--- src/hotplug_cfg.svh ---
// Constants for the hot-plug output sequencer: probe addresses and timing.
// Assumes a 100 MHz ref_clk; every count below is derived from that period.
`ifndef HOTPLUG_CFG_SVH
`define HOTPLUG_CFG_SVH

// Identification structure addresses on the display data channel
`define HP_ADDR_PRIMARY 8'ha2
`define HP_ADDR_LEGACY 8'ha0
`define HP_ADDR_NONE 8'h00

// Clock period and presence filter time, in ns
`define HP_CLK_PERIOD_NS 10
`define HP_FILT_TIME_NS 80

// Least time rounds up to whole cycles
`define HP_FILT_CYC ((`HP_FILT_TIME_NS + `HP_CLK_PERIOD_NS - 1) / `HP_CLK_PERIOD_NS)

// Settle wait after reset or restart: filter time plus synchroniser depth
`define HP_SETTLE_CYC (`HP_FILT_CYC + 4)

// Counter width shared by filter and settle counters
`define HP_CNT_W 8

// Reset values of the output controls
`define HP_DAC_RESET 1'b0
`define HP_TX_RESET 1'b0

`endif

--- src/hotplug_pkg.sv ---
// Types for the hot-plug output sequencer.
// Assumes nothing of its surroundings; constants live in hotplug_cfg.svh.
`default_nettype none
package hotplug_pkg;

  // Sequencer states
  typedef enum logic [3:0] {
    ST_SETTLE    = 4'h0,
    ST_CHK_PWR   = 4'h1,
    ST_RD_PRI    = 4'h2,
    ST_RD_LEG    = 4'h3,
    ST_LOAD_RGB  = 4'h4,
    ST_LOAD_G    = 4'h5,
    ST_WS_TEST   = 4'h6,
    ST_CONFIG    = 4'h7,
    ST_RUN_ANA   = 4'h8,
    ST_RUN_DIG   = 4'h9,
    ST_DISC      = 4'ha,
    ST_ERR_WATCH = 4'hb
  } seq_state_e;

  // Kind of probe handed to the outside helpers
  typedef enum logic [2:0] {
    PK_NONE     = 3'h0,
    PK_ID_PRI   = 3'h1,
    PK_ID_LEG   = 3'h2,
    PK_LOAD_RGB = 3'h3,
    PK_LOAD_G   = 3'h4,
    PK_WS_TEST  = 3'h5
  } probe_kind_e;

  // What the sequence concluded about the attached monitor
  typedef enum logic [2:0] {
    MC_NONE       = 3'h0,
    MC_DIGITAL    = 3'h1,
    MC_ANA_ID     = 3'h2,
    MC_ANA_LEGACY = 3'h3,
    MC_COLOR_LOAD = 3'h4,
    MC_MONO_LOAD  = 3'h5,
    MC_DEFAULT    = 3'h6,
    MC_WORKSTN    = 3'h7
  } monitor_class_e;

endpackage
`default_nettype wire

--- src/presence_filter.sv ---
// Presence comparator synchroniser and glitch filter.
// Assumes presenceRaw is an asynchronous comparator level (high = above threshold).
`timescale 1ns/1ps
`default_nettype none
`include "hotplug_cfg.svh"

module presence_filter (
  // Clock and reset
  input wire logic ref_clk,
  input wire logic srst,
  // Comparator level from the pin
  input wire logic presenceRaw,
  // Filtered level and its edges
  output logic presenceStable,
  output logic presenceRise,
  output logic presenceFall
);

  logic sync1_q;
  logic sync2_q;
  logic sync3_q;
  logic stable_q;
  logic rise_q;
  logic fall_q;
  logic [`HP_CNT_W-1:0] cnt_q;
  logic [`HP_CNT_W-1:0] cnt_d;
  logic differs;
  logic flip;

  // Three-stage synchroniser; only stages two and three are compared
  always_ff @(posedge ref_clk) begin
    sync1_q <= presenceRaw;
    sync2_q <= sync1_q;
    sync3_q <= sync2_q;
  end

  // A change counts once stages agree and hold for the filter time
  assign differs = (sync2_q == sync3_q) && (sync3_q != stable_q);
  assign flip = differs && (cnt_q == `HP_CNT_W'(`HP_FILT_CYC - 1));
  assign cnt_d = differs ? cnt_q + `HP_CNT_W'(1) : '0;

  // Stable level starts low so a present monitor shows as a rise
  always_ff @(posedge ref_clk) begin
    if (srst) begin
      stable_q <= 1'b0;
      cnt_q <= '0;
      rise_q <= 1'b0;
      fall_q <= 1'b0;
    end else begin
      cnt_q <= flip ? '0 : cnt_d;
      stable_q <= flip ? ~stable_q : stable_q;
      rise_q <= flip && !stable_q;
      fall_q <= flip && stable_q;
    end
  end

  assign presenceStable = stable_q;
  assign presenceRise = rise_q;
  assign presenceFall = fall_q;

endmodule // presence_filter
`default_nettype wire

--- src/probe_handshake.sv ---
// Request and answer handshake towards the outside probe helpers.
// Assumes the helper answers each request with a one-cycle probeDone on ref_clk.
`timescale 1ns/1ps
`default_nettype none
`include "hotplug_cfg.svh"

module probe_handshake (
  // Clock and reset
  input wire logic ref_clk,
  input wire logic srst,
  // From the sequencer
  input wire logic start,
  input wire hotplug_pkg::probe_kind_e kind,
  // To and from the helper
  output logic probeReq,
  output hotplug_pkg::probe_kind_e probeKind,
  output logic [7:0] probeAddr,
  input wire logic probeDone,
  input wire logic probeHit,
  input wire logic probeDigital,
  // Back to the sequencer
  output logic busy,
  output logic doneOut,
  output logic hitOut,
  output logic digitalOut
);
  import hotplug_pkg::*;

  logic req_q;
  logic busy_q;
  logic done_q;
  logic hit_q;
  logic dig_q;
  probe_kind_e kind_q;
  logic [7:0] addr_q;
  logic [7:0] addrSel;

  // Channel address only matters for identification reads
  assign addrSel = (kind == PK_ID_PRI) ? `HP_ADDR_PRIMARY :
                   (kind == PK_ID_LEG) ? `HP_ADDR_LEGACY : `HP_ADDR_NONE;

  // Kind and address stand from request until answer
  always_ff @(posedge ref_clk) begin
    if (srst) begin
      req_q <= 1'b0;
      busy_q <= 1'b0;
      done_q <= 1'b0;
      hit_q <= 1'b0;
      dig_q <= 1'b0;
      kind_q <= PK_NONE;
      addr_q <= `HP_ADDR_NONE;
    end else begin
      req_q <= start && !busy_q;
      done_q <= busy_q && probeDone;
      if (start && !busy_q) begin
        busy_q <= 1'b1;
        kind_q <= kind;
        addr_q <= addrSel;
      end else if (busy_q && probeDone) begin
        busy_q <= 1'b0;
        hit_q <= probeHit;
        dig_q <= probeDigital;
      end
    end
  end

  assign probeReq = req_q;
  assign probeKind = kind_q;
  assign probeAddr = addr_q;
  assign busy = busy_q;
  assign doneOut = done_q;
  assign hitOut = hit_q;
  assign digitalOut = dig_q;

endmodule // probe_handshake
`default_nettype wire

--- src/host_hotplug_output_sequencer.sv ---
// Power-up and hot-plug sequencer for a host display output.
// Assumes one 100 MHz clock, outside helpers for channel reads and load sensing,
// and host software that configures timing and then pulses swCfgDone.
`timescale 1ns/1ps
`default_nettype none
`include "hotplug_cfg.svh"

// How it works
// - Dual host reads primary identification first
// - No primary identification means analogue monitor
// - Then read legacy identification, configure, enable
// - Else enable converters, sense all-three load
// - Else sense green; mono or default
// - Workstation runs its own loading test
// - Watch presence against threshold during operation
// - Analogue output keeps running without presence
// - Presence rise in analogue disables converters
// - Reconnect raises interrupt, sequence repeats
// - Digital-only host checks presence, then reads
// - Digital identification enables serial transmitter
// - Presence loss disables transmitter at once
// - Reconnect never re-enables transmitter by itself
// - Digital-only host flags error for analogue
// - Monitoring is hardware, independent of software
module host_hotplug_output_sequencer (
  // Clock and reset
  input wire logic ref_clk,
  input wire logic srst,
  // Straps: host has analogue output too, host is a personal computer
  input wire logic dualOutputStrap,
  input wire logic pcHostStrap,
  // Presence comparator level, asynchronous
  input wire logic presenceRaw,
  // Probe helper handshake
  output logic probeReq,
  output hotplug_pkg::probe_kind_e probeKind,
  output logic [7:0] probeAddr,
  input wire logic probeDone,
  input wire logic probeHit,
  input wire logic probeDigital,
  // Software side
  input wire logic swCfgDone,
  output hotplug_pkg::monitor_class_e monitorClass,
  output logic cfgRequest,
  output logic errorStatus,
  output logic reconnectIrq,
  // Output stage enables
  output logic dacEnable,
  output logic txEnable
);
  import hotplug_pkg::*;

  seq_state_e state_q;
  seq_state_e state_d;
  monitor_class_e class_q;
  monitor_class_e class_d;
  logic dac_q;
  logic dac_d;
  logic tx_q;
  logic tx_d;
  logic err_q;
  logic err_d;
  logic irq_q;
  logic irq_d;
  logic cfgReq_q;
  logic issued_q;
  logic dual_q;
  logic pc_q;
  logic [`HP_CNT_W-1:0] settle_q;
  logic [1:0] strapRaw;
  logic [1:0] strapStable;
  logic presOk;
  logic presRise;
  logic presFall;
  logic pDone;
  logic pHit;
  logic pDig;
  logic pBusy;
  logic inProbe;
  logic startProbe;
  logic settled;
  logic restart;
  probe_kind_e kindSel;

  // Probe kind belongs to the state; decoded once and shared
  function automatic probe_kind_e kind_of(input seq_state_e s);
    case (s)
      ST_RD_PRI: kind_of = PK_ID_PRI;
      ST_RD_LEG: kind_of = PK_ID_LEG;
      ST_LOAD_RGB: kind_of = PK_LOAD_RGB;
      ST_LOAD_G: kind_of = PK_LOAD_G;
      ST_WS_TEST: kind_of = PK_WS_TEST;
      default: kind_of = PK_NONE;
    endcase
  endfunction

  // Analogue classes drive converters; only one class drives the transmitter
  function automatic logic is_analogue(input monitor_class_e c);
    is_analogue = (c != MC_DIGITAL) && (c != MC_NONE);
  endfunction

  // Dedicated presence monitor, runs regardless of software
  presence_filter u_presence (
    .ref_clk(ref_clk),
    .srst(srst),
    .presenceRaw(presenceRaw),
    .presenceStable(presOk),
    .presenceRise(presRise),
    .presenceFall(presFall)
  );

  probe_handshake u_probe (
    .ref_clk(ref_clk),
    .srst(srst),
    .start(startProbe),
    .kind(kindSel),
    .probeReq(probeReq),
    .probeKind(probeKind),
    .probeAddr(probeAddr),
    .probeDone(probeDone),
    .probeHit(probeHit),
    .probeDigital(probeDigital),
    .busy(pBusy),
    .doneOut(pDone),
    .hitOut(pHit),
    .digitalOut(pDig)
  );

  // Straps come from pins, so each passes three synchroniser flip-flops and a hold flip-flop
  assign strapRaw = {pcHostStrap, dualOutputStrap};
  genvar gi;
  generate
    for (gi = 0; gi < 2; gi++) begin : g_strap
      logic s1_q;
      logic s2_q;
      logic s3_q;
      logic held_q;
      always_ff @(posedge ref_clk) begin
        s1_q <= strapRaw[gi];
        s2_q <= s1_q;
        s3_q <= s2_q;
        held_q <= (s2_q == s3_q) ? s3_q : held_q; // Disagreeing stages keep the last level
      end
      assign strapStable[gi] = held_q;
    end
  endgenerate

  // Probe issue and settle decode
  assign kindSel = kind_of(state_q);
  assign inProbe = (kindSel != PK_NONE);
  assign startProbe = inProbe && !issued_q && !pBusy;
  assign settled = (settle_q == `HP_CNT_W'(`HP_SETTLE_CYC - 1));
  assign restart = (state_d == ST_SETTLE) && (state_q != ST_SETTLE);

  // Next-state and output decisions
  always_comb begin
    state_d = state_q;
    class_d = class_q;
    dac_d = dac_q;
    tx_d = tx_q;
    err_d = err_q;
    irq_d = 1'b0;
    case (state_q)
      ST_SETTLE: begin
        class_d = MC_NONE;
        err_d = 1'b0;
        if (settled) begin
          state_d = dual_q ? ST_RD_PRI : ST_CHK_PWR;
        end
      end
      ST_CHK_PWR: begin
        if (presOk) begin
          state_d = ST_RD_PRI;
        end else begin
          err_d = 1'b1;
          state_d = ST_ERR_WATCH;
        end
      end
      ST_RD_PRI: begin
        if (pDone) begin
          if (pHit && pDig) begin
            class_d = MC_DIGITAL;
            state_d = ST_CONFIG;
          end else if (!dual_q) begin
            err_d = 1'b1;
            state_d = ST_ERR_WATCH;
          end else if (pHit) begin
            class_d = MC_ANA_ID;
            state_d = ST_CONFIG;
          end else begin
            state_d = ST_RD_LEG;
          end
        end
      end
      ST_RD_LEG: begin
        if (pDone) begin
          if (pHit) begin
            class_d = MC_ANA_LEGACY;
            state_d = ST_CONFIG;
          end else if (pc_q) begin
            dac_d = 1'b1;
            state_d = ST_LOAD_RGB;
          end else begin
            state_d = ST_WS_TEST;
          end
        end
      end
      ST_LOAD_RGB: begin
        if (pDone) begin
          if (pHit) begin
            class_d = MC_COLOR_LOAD;
            state_d = ST_CONFIG;
          end else begin
            state_d = ST_LOAD_G;
          end
        end
      end
      ST_LOAD_G: begin
        if (pDone) begin
          class_d = pHit ? MC_MONO_LOAD : MC_DEFAULT;
          state_d = ST_CONFIG;
        end
      end
      ST_WS_TEST: begin
        if (pDone) begin
          class_d = MC_WORKSTN;
          state_d = ST_CONFIG;
        end
      end
      ST_CONFIG: begin
        if (swCfgDone) begin
          if (is_analogue(class_q)) begin
            dac_d = 1'b1;
            state_d = ST_RUN_ANA;
          end else if (presOk) begin
            tx_d = 1'b1;
            state_d = ST_RUN_DIG;
          end else begin
            state_d = ST_DISC;
          end
        end
      end
      ST_RUN_ANA: begin
        // A fall leaves the converters running
        if (presRise) begin
          dac_d = 1'b0;
          irq_d = 1'b1;
          state_d = ST_SETTLE;
        end
      end
      ST_RUN_DIG: begin
        if (!presOk) begin
          tx_d = 1'b0;
          state_d = ST_DISC;
        end
      end
      ST_DISC: begin
        if (presRise) begin
          irq_d = 1'b1;
          state_d = ST_SETTLE;
        end
      end
      ST_ERR_WATCH: begin
        if (presRise) begin
          irq_d = 1'b1;
          state_d = ST_SETTLE;
        end
      end
      default: begin
        dac_d = 1'b0;
        tx_d = 1'b0;
        state_d = ST_SETTLE;
      end
    endcase
  end

  // Sequencer state and output enables
  always_ff @(posedge ref_clk) begin
    if (srst) begin
      state_q <= ST_SETTLE;
      class_q <= MC_NONE;
      dac_q <= `HP_DAC_RESET;
      tx_q <= `HP_TX_RESET;
      err_q <= 1'b0;
      irq_q <= 1'b0;
    end else begin
      state_q <= state_d;
      class_q <= class_d;
      dac_q <= dac_d;
      tx_q <= tx_d;
      err_q <= err_d;
      irq_q <= irq_d;
    end
  end

  // Settle counter reloads on every restart so the filter re-reads presence
  always_ff @(posedge ref_clk) begin
    if (srst || restart) begin
      settle_q <= '0;
    end else if (state_q == ST_SETTLE && !settled) begin
      settle_q <= settle_q + `HP_CNT_W'(1);
    end
  end

  // Straps caught while settling, after the release of reset
  always_ff @(posedge ref_clk) begin
    if (srst) begin
      dual_q <= 1'b0;
      pc_q <= 1'b0;
    end else if (state_q == ST_SETTLE) begin
      dual_q <= strapStable[0];
      pc_q <= strapStable[1];
    end
  end

  // One request per probe state; cleared when the answer comes back
  always_ff @(posedge ref_clk) begin
    if (srst) begin
      issued_q <= 1'b0;
      cfgReq_q <= 1'b0;
    end else begin
      issued_q <= startProbe ? 1'b1 : (pDone ? 1'b0 : issued_q);
      cfgReq_q <= (state_d == ST_CONFIG);
    end
  end

  // Outputs straight from flip-flops
  assign monitorClass = class_q;
  assign cfgRequest = cfgReq_q;
  assign errorStatus = err_q;
  assign reconnectIrq = irq_q;
  assign dacEnable = dac_q;
  assign txEnable = tx_q;

endmodule // host_hotplug_output_sequencer
`default_nettype wire

--- config.mk ---
export PLATFORM = sky130hd
export DESIGN_NAME = host_hotplug_output_sequencer
export DESIGN_NICKNAME = d
export VERILOG_FILES = /design/src/hotplug_pkg.sv /design/src/presence_filter.sv /design/src/probe_handshake.sv /design/src/host_hotplug_output_sequencer.sv
export VERILOG_INCLUDE_DIRS = /design/src /design/src/src
export SDC_FILE = /design/constraint.sdc
export NUM_CORES = 1
export LEC_CHECK = 0
export CORE_ASPECT_RATIO = 2
export CORE_MARGIN = 2
export CORE_UTILIZATION = 40
export DETAILED_ROUTE_END_ITERATION = 10
export DONT_BUFFER_PORTS = 1
export PLACE_DENSITY = 0.6
export SLEW_MARGIN = 20
export SYNTH_ARGS = -nofsm -noshare
export SYNTH_HDL_FRONTEND = slang
export SYNTH_SLANG_ARGS = --single-unit
--- constraint.sdc ---
create_clock -name ref_clk -period 2.7 [get_ports ref_clk]
set_input_delay 0.54 -clock ref_clk [delete_from_list [all_inputs] [get_ports ref_clk]]
set_output_delay 0.54 -clock ref_clk [all_outputs]
set_load 0.03 [all_outputs]
# --- Yosys cells after proc, flatten, opt, wreduce, memory -nomap -nowiden ---
# Index checks and enable logic that the tools add are counted.
word_totals:
  register_bits: 60
  latch_bits: 0
  mem_bits_rw: 0
  romBits: 0
  in_bits: 9
  output_inout_bits: 20
  word_cells: 173
  n_memories: 0
op_classes:
  add_sub_neg: 2
  multipliers: 0
  div_mod_pow: 0
  n_lt_le_gt_ge: 0
  n_eq_ne: 41
  shifts: 0
  muxes: 56
  n_bitwise: 6
  n_reduce_logical: 36
ops:
  columns: ["operator", "count"]
  rows:
  - ["4-bit 2-to-1 mux", 11]
  - ["4-bit one-hot mux with 9 select lines", 1]
  - ["3-bit 2-to-1 mux", 11]
  - ["4-bit by 3-bit equality test with 1-bit output (second input constant)", 5]
  - ["1-bit 2-to-1 mux", 19]
  - ["2-bit by 1-bit != test with 1-bit output (second input constant)", 9]
  - ["2-bit != test (second input constant)", 9]
  - ["3-bit one-hot mux with 6 select lines", 1]
  - ["8-bit by 1-bit adder with 8-bit output (second input constant)", 2]
  - ["4-bit equality test (second input constant)", 4]
  - ["8-bit 2-to-1 mux", 2]
  - ["3-bit one-hot mux with 5 select lines", 1]
  - ["2-bit 2-to-1 mux", 7]
  - ["1-bit logical AND", 11]
  - ["10-bit AND reduction", 1]
  - ["5-bit AND reduction", 2]
  - ["10-bit OR reduction", 1]
  - ["3-bit nonzero test", 3]
  - ["9-bit OR reduction", 1]
  - ["4-bit by 2-bit equality test with 1-bit output (second input constant)", 2]
  - ["8-bit by 3-bit equality test with 1-bit output (second input constant)", 1]
  - ["8-bit by 4-bit equality test with 1-bit output (second input constant)", 1]
  - ["4-bit logical NOT", 2]
  - ["7-bit AND reduction", 1]
  - ["other kinds (19)", 33]

# --- Longest topological paths before layout ---
# Gate-level depths: netlist of run 1.
depth:
  ltp_word: 8
  mapped_depth: 8
  mapped_depth_nobuf: 7

# --- Modules after synthesis ---
# Synthesis of run 1 repeated with hierarchy kept, for this count alone.
hier_totals:
  cells_unflattened: 301
  hier_area_um2: 2700.1
modules_own_cells:
  columns: ["mod", "n_inst", "cells_each", "area_each_um2"]
  rows:
  - ["host_hotplug_output_sequencer", 1, 204, 1756.7]
  - ["presence_filter", 1, 53, 540.5]
  - ["probe_handshake", 1, 44, 402.9]

# --- Worst setup path after synthesis of run 1 ---
# OpenSTA, ideal clock, no wires.
synth_timing:
  path_kind: "reg-to-reg"
  start: "register settle_q[0]"
  end: "register settle_q[0]"
  arrival_ps: 1792
  required_ps: 2560
  path_slack_ps: 768
  path_stages_with_launch: 8
  path_buffers: 0
  cell_sequence: "dfxtp_1 -> ha_1 -> nand2_1 -> nor4_4 -> a222oi_1 -> o21ai_2 -> nor4_4 -> nor3_2"
synth_via:
  elab_chain_cells: 6
  elab_cells_between_ends: 9
  classes_between: "add/sub (1); eq/ne (1); mux (2); reduce/logical (5)"
synth_lines:
  columns: ["element", "line", "source"]
  rows:
  - ["start, declared", "host_hotplug_output_sequencer.sv:69", "logic [`HP_CNT_W-1:0] settle_q;"]
  - ["start signal, assigned", "host_hotplug_output_sequencer.sv:301", "settle_q <= settle_q + `HP_CNT_W'(1);"]
  - ["8-bit by 4-bit equality test with 1-bit output", "host_hotplug_output_sequencer.sv:152", "assign settled = (settle_q == `HP_CNT_W'(`HP_SETTLE_CYC - 1));"]
  - ["4-bit 2-to-1 mux", "host_hotplug_output_sequencer.sv:167", "if (settled) begin"]
  - ["4-bit one-hot mux with 9 select lines", "host_hotplug_output_sequencer.sv:163", "case (state_q)"]
  - ["4-bit logical NOT", "host_hotplug_output_sequencer.sv:153", "assign restart = (state_d == ST_SETTLE) && (state_q != ST_SETTLE);"]
  - ["1-bit logical AND", "host_hotplug_output_sequencer.sv:153", null]
  - ["1-bit logical OR", "host_hotplug_output_sequencer.sv:298", "if (srst || restart) begin"]
# Parallel ways exist; a longest one is shown, timed or not.
# A chain may end at the register's enable or synchronous reset.

# --- Worst setup path after layout of run 1 ---
layout_timing:
  start: "register state_q[2]"
  end: "register settle_q[1]"
layout_via:
  elab_chain_cells: 6
  elab_cells_between_ends: 28
  classes_between: "eq/ne (11); mux (9); reduce/logical (8)"
layout_lines:
  columns: ["element", "line", "source"]
  rows:
  - ["start, declared", "host_hotplug_output_sequencer.sv:53", "seq_state_e state_q;"]
  - ["start signal, assigned", "host_hotplug_output_sequencer.sv:287", "state_q <= state_d;"]
  - ["4-bit equality test or 4-bit by 3-bit equality test with 1-bit output (tied branches)", "host_hotplug_output_sequencer.sv:163", null]
  - ["3-bit OR reduction (no source line) or 2-bit OR reduction (tied branches)", null, null]
  - ["4-bit one-hot mux with 9 select lines", "host_hotplug_output_sequencer.sv:163", null]
  - ["4-bit logical NOT", "host_hotplug_output_sequencer.sv:153", null]
  - ["1-bit logical AND", "host_hotplug_output_sequencer.sv:153", null]
  - ["1-bit logical OR", "host_hotplug_output_sequencer.sv:298", null]
# Parallel ways exist; a longest one is shown, timed or not.

==> results of run 1 <==
[flip-flops by register name, summed over array words and instances (netlist names), 2 cells and up]
name               flops
monitorClass           3
u_probe.probeAddr      2
g_strap.s1_q           2
state_q                4
g_strap.s3_q           2
g_strap.s2_q           2
settle_q               8
g_strap.held_q         2
u_probe.probeKind      3
u_presence.cnt_q       8
[layer usage]
layer | global-route usage (%) | routed length, um | up-vias
li1 | - | - | 990
met2 | 33.7 | 3210 | 37
met1 | 17.3 | 2040 | 927
met4 | 13.3 | 331 | 0
met3 | 3.63 | 171 | 18
met5 | 0 | 0 | -
[power by group through the flow]
stage,clock network [mW],logic [mW],registers [mW]
2_1_floorplan,0,0.0462,0.844
3_3_place_gp,0,0.0365,0.847
3_5_place_dp,0,0.0369,0.848
4_1_cts,0.761,0.0370,0.829
5_1_grt,0.790,0.0435,0.832
6_report,0.741,0.0366,0.829
[stage by stage]
stage,total power [mW],util [%],cells,area (um^2),setup slack [ns]
floorplan,0.891,-,289,2570,0.768
global placement,0.884,41.8,364,2620,0.0528
detailed placement,0.885,41.8,364,2620,0.0656
CTS,1.63,44.6,372,2790,0.0361
global route,1.67,44.7,373,2800,-0.0167
finish,1.61,44.7,373,2800,0.131
[worst max-delay path, delay by kind of cell, from the launching register on]
| family | cells | cell delay, ns |
|---|---|---|
| AND/OR/NAND/NOR | 5 | 1.03 |
| flip-flops | 1 | 0.74 |
| AO/OA/AOI/OAI | 1 | 0.46 |
| buffers and inverters | 1 | 0.24 |
[synth_stat cells (all sizes together), types with 3 or more instances]
master | count | area [um^2]
xnor2 | 8 | 70.1
nor4 | 7 | 80.1
nor2 | 30 | 115
nand2 | 26 | 100
and3 | 6 | 37.5
xor2 | 11 | 96.3
mux2i | 4 | 40.0
nor2b | 3 | 18.8
nand4 | 3 | 18.8
buf | 16 | 119
nand2b | 8 | 50.1
clkbuf | 6 | 22.5
inv | 7 | 26.3
o21ai | 8 | 43.8
nor3 | 22 | 150
dfxtp | 52 | 1040
a21oi | 20 | 100
nand3 | 8 | 40.0
[cell type report]
cell class / instances / area share (%)
Tap cell: 86 / 3.84
Timing Repair Buffer: 12 / 3.22
Multi-Input combinational cell: 206 / 46.5
Clock inverter: 3 / 1.70
Inverter: 7 / 0.938
Clock buffer: 5 / 4.47
Sequential cell: 54 / 39.4
[path summary, 6_finish.rpt]
path                                 startpoint                 end  cells after the start
worst max-delay path                 state_q[2]         settle_q[1]                      7
worst min-delay path                presenceRaw  u_presence.sync1_q                      0
worst max register to register       state_q[2]         settle_q[1]                      7
worst min register to register  g_strap[1].s1_q     g_strap[1].s2_q                      0
[timing repair]
action                                  in CTS  in global routing
setup buffers                                0                  1
endpoints found under the setup margin       0                  8
resized for setup                            0                  1
[cells by family (layout without fill, tap and decap cells)]
kind of cell	after synthesis	after routing	synth area share, %
and+or+nand+nor	129	129	29.0
DFF	54	54	43.1
AOI/OAI and AO/OA	47	47	12.1
buffers and inverters	29	27	6.56
xor gates and xnor gates	19	19	6.51
muxes	4	4	1.57
adders and majority gates	2	2	0.979
other	1	5	0.147
==> impl_metrics.env, run 1 <==
export IMPL_part_of_the_yosys_area_used_for_sequential_elements_pct=43.1
export IMPL_detail_route_wl_per_cell_um=15.4
export IMPL_clockRootBuffer="clkbuf_16"
export IMPL_ctsHtreeMaxLevel=2
export IMPL_post_synth_cell_area_avg_um2=8.96
export IMPL_route_antenna_remaining_nets=0
export IMPL_detailedRoute_firstPassIterationCount=5
export IMPL_cellLeakagePower_nw=1.01
export IMPL_worstPathArrival_ns=2.76
export IMPL_die_h_um=117
export IMPL_required_ns=2.89
export IMPL_hold_viol=0
export IMPL_regToRegSetupSlack_ns=0.13
export IMPL_layout_common_cells="dfxtp_1 (51), nor2_1 (29), nand2_1 (25)"
export IMPL_multi_input_comb_area_um2=1300
export IMPL_worst_pin_slew_ns=0.707
export IMPL_hold_path_class="input pin to flip-flop"
export IMPL_final_fill_count=635
export IMPL_ir_worst_vdd_mv=0.444
export IMPL_power_share_switching_pct=20.6
export IMPL_antenna_violations_before_repair=0
export IMPL_final_hold_slack_ns=0.267
export IMPL_p_sw_mw=0.330
export IMPL_criticalPathCategory="flip-flop to flip-flop"
export IMPL_fmaxAchievable_mhz=389
export IMPL_die_x_um=60.5
export IMPL_finalMaxSlewViolations=0
export IMPL_globalplace_congestion=0.880
export IMPL_synth_yosys_warnings=0
export IMPL_status="finished, final reports clean"
export IMPL_finalWorstPathRequiredPeriod_ns=2.57
export IMPL_cell_area_after_synthesis_um2=2550
export IMPL_crit_path_cell_trace="nor4b_1 > and4b_1 > a221oi_1 > nand2_1 > nor4_4 > buf_4 > nor3_2"
export IMPL_synth_cell_type_count=58
export IMPL_layout_cells_most_common="dfxtp_1"
export IMPL_max_stage_delay_ns=0.74
export IMPL_register_area_um2=1100
export IMPL_clk_insertion_delay_late_ns=0.29
export IMPL_grt_overflow_total=0
export IMPL_max_cap_viol_count=0
export IMPL_clock_power_share_pct=46.1
export IMPL_timing_critical_path_from_type="flip-flop"
export IMPL_finClkSkew_ns=0.00424
export IMPL_power_density_over_the_cells_nw_per_um2=574
export IMPL_clk_pin_slew_ns=0.07
export IMPL_period_utilisation_layout_pct=95.2
export IMPL_nets=297
export IMPL_ys_ff_latch=54
export IMPL_routed_vias_inst=5.29
export IMPL_starting_drc_count_in_detailed_routing=48
export IMPL_critPathSlowestCell="dfxtp_1"
export IMPL_synthCells=285
export IMPL_die_area_um2=7080
export IMPL_slew_limit_headroom_pct=52.8
export IMPL_drc=0
export IMPL_core_area_um2=6260
export IMPL_first_global_vias=1944
export IMPL_starting_density_of_the_core_pct=40.8
export IMPL_power_combinational_fraction_pct=2.3
export IMPL_power_share_sequential_pct=51.6
export IMPL_overall_via_count_from_detail_route=1972
export IMPL_power_internal_mw=1.28
export IMPL_global_route_usage_total_pct=18.5
export IMPL_placement_rows=41
export IMPL_clock_path_buffers=2
export IMPL_area_growth_synth_to_final_pct=9.60
export IMPL_cts_tree="built"
export IMPL_grt_first_pass_wirelength_um=9600
export IMPL_dominantRegCellSynth="dfxtp_1"
export IMPL_setup_violations=0
export IMPL_portBuffers=0
export IMPL_route_final_wire_length_um=5750
export IMPL_synthArstFlopShare_pct=0
export IMPL_cp_end_kind="flip-flop"
export IMPL_detailedPlacementHpwl_um=4340
export IMPL_insertedDiodeCount=0
export IMPL_cts_sink_count=54
export IMPL_maximum_number_of_pins_on_one_net_before_global_route_repair=36
export IMPL_synth_edff_count=2
export IMPL_final_layout_size_suffix_gt1_share_pct=13.6
export IMPL_totalNegativeSetupSlack_ns=0
export IMPL_cts_inserted_buffers=5
export IMPL_pin_count=29
export IMPL_critical_path_max_fanout=19
export IMPL_post_cts_hold_buffer_count=0
(Power assumes the default switching activity.)
==> run 2: changes to the inputs <==
- MAX_ROUTING_LAYER: not set -> met4
==> impl_metrics.env, run 2 (synthesis results as in run 1) <==
export IMPL_cts_inserted_buffers=5
export IMPL_global_route_usage_total_pct=19.0
export IMPL_period_utilisation_layout_pct=96.4
export IMPL_ctsHtreeMaxLevel=2
export IMPL_setup_violations=0
export IMPL_cellLeakagePower_nw=1.01
export IMPL_placement_rows=41
export IMPL_post_cts_hold_buffer_count=0
export IMPL_drc=0
export IMPL_route_antenna_remaining_nets=0
export IMPL_ir_worst_vdd_mv=0.445
export IMPL_rr_endpoint="settle_q[3]"
export IMPL_cts_sink_count=54
export IMPL_clk_insertion_delay_late_ns=0.29
export IMPL_hold_viol=0
export IMPL_starting_density_of_the_core_pct=40.8
export IMPL_power_share_sequential_pct=51.5
export IMPL_final_fill_count=635
export IMPL_fin_cells=373
export IMPL_portBuffers=0
export IMPL_max_stage_delay_ns=0.73
export IMPL_power_share_switching_pct=20.7
export IMPL_antenna_violations_before_repair=0
export IMPL_detail_route_wl_per_cell_um=15.4
export IMPL_top_family_by_delay_on_critical_path="simple AND/OR/NAND/NOR gates"
export IMPL_die_h_um=117
export IMPL_worst_pin_slew_ns=0.702
export IMPL_worstPathArrival_ns=2.79
export IMPL_cp_end_kind="flip-flop"
export IMPL_power_combinational_fraction_pct=2.3
export IMPL_worst_path_bufs_invs=1
export IMPL_worst_r2r_startpoint="state_q[2]"
export IMPL_grt_overflow_total=0
export IMPL_core_area_um2=6260
export IMPL_criticalPathCategory="flip-flop to flip-flop"
export IMPL_timing_critical_path_from_type="flip-flop"
export IMPL_cts_tree="built"
export IMPL_overall_via_count_from_detail_route=1981
export IMPL_power_density_over_the_cells_nw_per_um2=575
export IMPL_detailedPlacementHpwl_um=4340
export IMPL_hold_path_end="u_presence.sync1_q"
export IMPL_crit_path_cell_trace="nor4b_1 > and4b_1 > a221oi_1 > nand2_1 > nor4_4 > buf_4 > nor3_2"
export IMPL_route_final_wire_length_um=5760
export IMPL_status="finished, final reports clean"
export IMPL_max_cap_viol_count=0
export IMPL_fmaxAchievable_mhz=384
export IMPL_clockRootBuffer="clkbuf_16"
export IMPL_reg_top3="settle_q (8), u_presence.cnt_q (8), state_q (4)"
export IMPL_critical_path_max_fanout=19
export IMPL_insertedDiodeCount=0
export IMPL_power_internal_mw=1.28
export IMPL_slew_limit_headroom_pct=53.1
export IMPL_clock_power_share_pct=46.2
export IMPL_placed_cells=364
export IMPL_totalNegativeSetupSlack_ns=0
export IMPL_first_global_vias=1936
export IMPL_regToRegSetupSlack_ns=0.1
export IMPL_finClkSkew_ns=0.00326
export IMPL_layout_cells_most_common="dfxtp_1"
export IMPL_hold_path_class="input pin to flip-flop"
export IMPL_area_growth_synth_to_final_pct=9.60
export IMPL_die_x_um=60.5
export IMPL_maximum_number_of_pins_on_one_net_before_global_route_repair=36
export IMPL_nets=297
export IMPL_routed_vias_inst=5.31
export IMPL_count_of_cells_along_the_worst_hold_path=0
export IMPL_clock_path_buffers=2
export IMPL_clk_pin_slew_ns=0.07
export IMPL_finalWorstPathRequiredPeriod_ns=2.60
export IMPL_starting_drc_count_in_detailed_routing=55
export IMPL_detailedRoute_firstPassIterationCount=4
export IMPL_final_layout_size_suffix_gt1_share_pct=13.6
export IMPL_die_area_um2=7080
export IMPL_finalMaxSlewViolations=0
export IMPL_layout_common_cells="dfxtp_1 (51), nor2_1 (29), nand2_1 (25)"
export IMPL_grt_first_pass_wirelength_um=9620
export IMPL_pin_count=29
export IMPL_globalplace_congestion=0.895
export IMPL_min_from="presenceRaw"
export IMPL_required_ns=2.89
export IMPL_p_sw_mw=0.334
export IMPL_critPathSlowestCell="dfxtp_1"
export IMPL_r2r_cell_count=7
==> run 2: area by class of cell <==
cell class                      count  area (um^2)  share of cell area (%)
Multi-Input combinational cell    206         1300                    46.5
Sequential cell                    54         1100                    39.4
Clock buffer                        5          125                    4.47
Tap cell                           86          108                    3.84
Timing Repair Buffer               12         90.1                    3.22
Clock inverter                      3         47.5                    1.70
Inverter                            7         26.3                   0.938
==> run 2: worst max path at each step <==
| stage | start | endpoint | depth (start not counted) |
|---|---|---|---|
| after floorplan | settle_q[0] | settle_q[0] | 7 |
| after global routing | state_q[2] | settle_q[0] | 7 |
| final | state_q[2] | settle_q[3] | 7 |
| after CTS | state_q[0] | settle_q[4] | 6 |
| after global placement | state_q[0] | settle_q[1] | 6 |
| after detailed placement | state_q[0] | settle_q[4] | 6 |
==> run 2: timing repair <==
item | CTS | global route
gates resized for setup | 0 | 1
setup buffers | 0 | 1
setup endpoints to repair | 0 | 8
==> run 2: metrics by stage <==
| stage | hold WS (ns) | worst slack, ns | power, mW | utilization (%) | cell area [um^2] |
|---|---|---|---|---|---|
| 3_3_place_gp | 0.310 | 0.0528 | 0.884 | 41.8 | 2620 |
| 2_1_floorplan | 0.310 | 0.768 | 0.891 | - | 2570 |
| 3_5_place_dp | 0.314 | 0.0656 | 0.885 | 41.8 | 2620 |
| 4_1_cts | 0.259 | 0.0361 | 1.63 | 44.6 | 2790 |
| 5_1_grt | 0.254 | -0.0167 | 1.67 | 44.7 | 2800 |
| 6_report | 0.266 | 0.0981 | 1.61 | 44.7 | 2800 |
==> run 2: power by group through the flow <==
stage / registers (mW) / clock network, mW / logic (mW)
6_report: 0.829 / 0.745 / 0.0366
5_1_grt: 0.832 / 0.790 / 0.0435
4_1_cts: 0.829 / 0.761 / 0.0370
3_5_place_dp: 0.848 / 0 / 0.0369
3_3_place_gp: 0.847 / 0 / 0.0365
2_1_floorplan: 0.844 / 0 / 0.0462
==> run 2: routing by layer <==
metal	vias up	wire length, um	track usage [%]
met5	-	0	-
met4	0	332	13.3
met3	20	205	3.41
met2	51	3190	33.8
met1	921	2030	17.5
li1	989	-	-
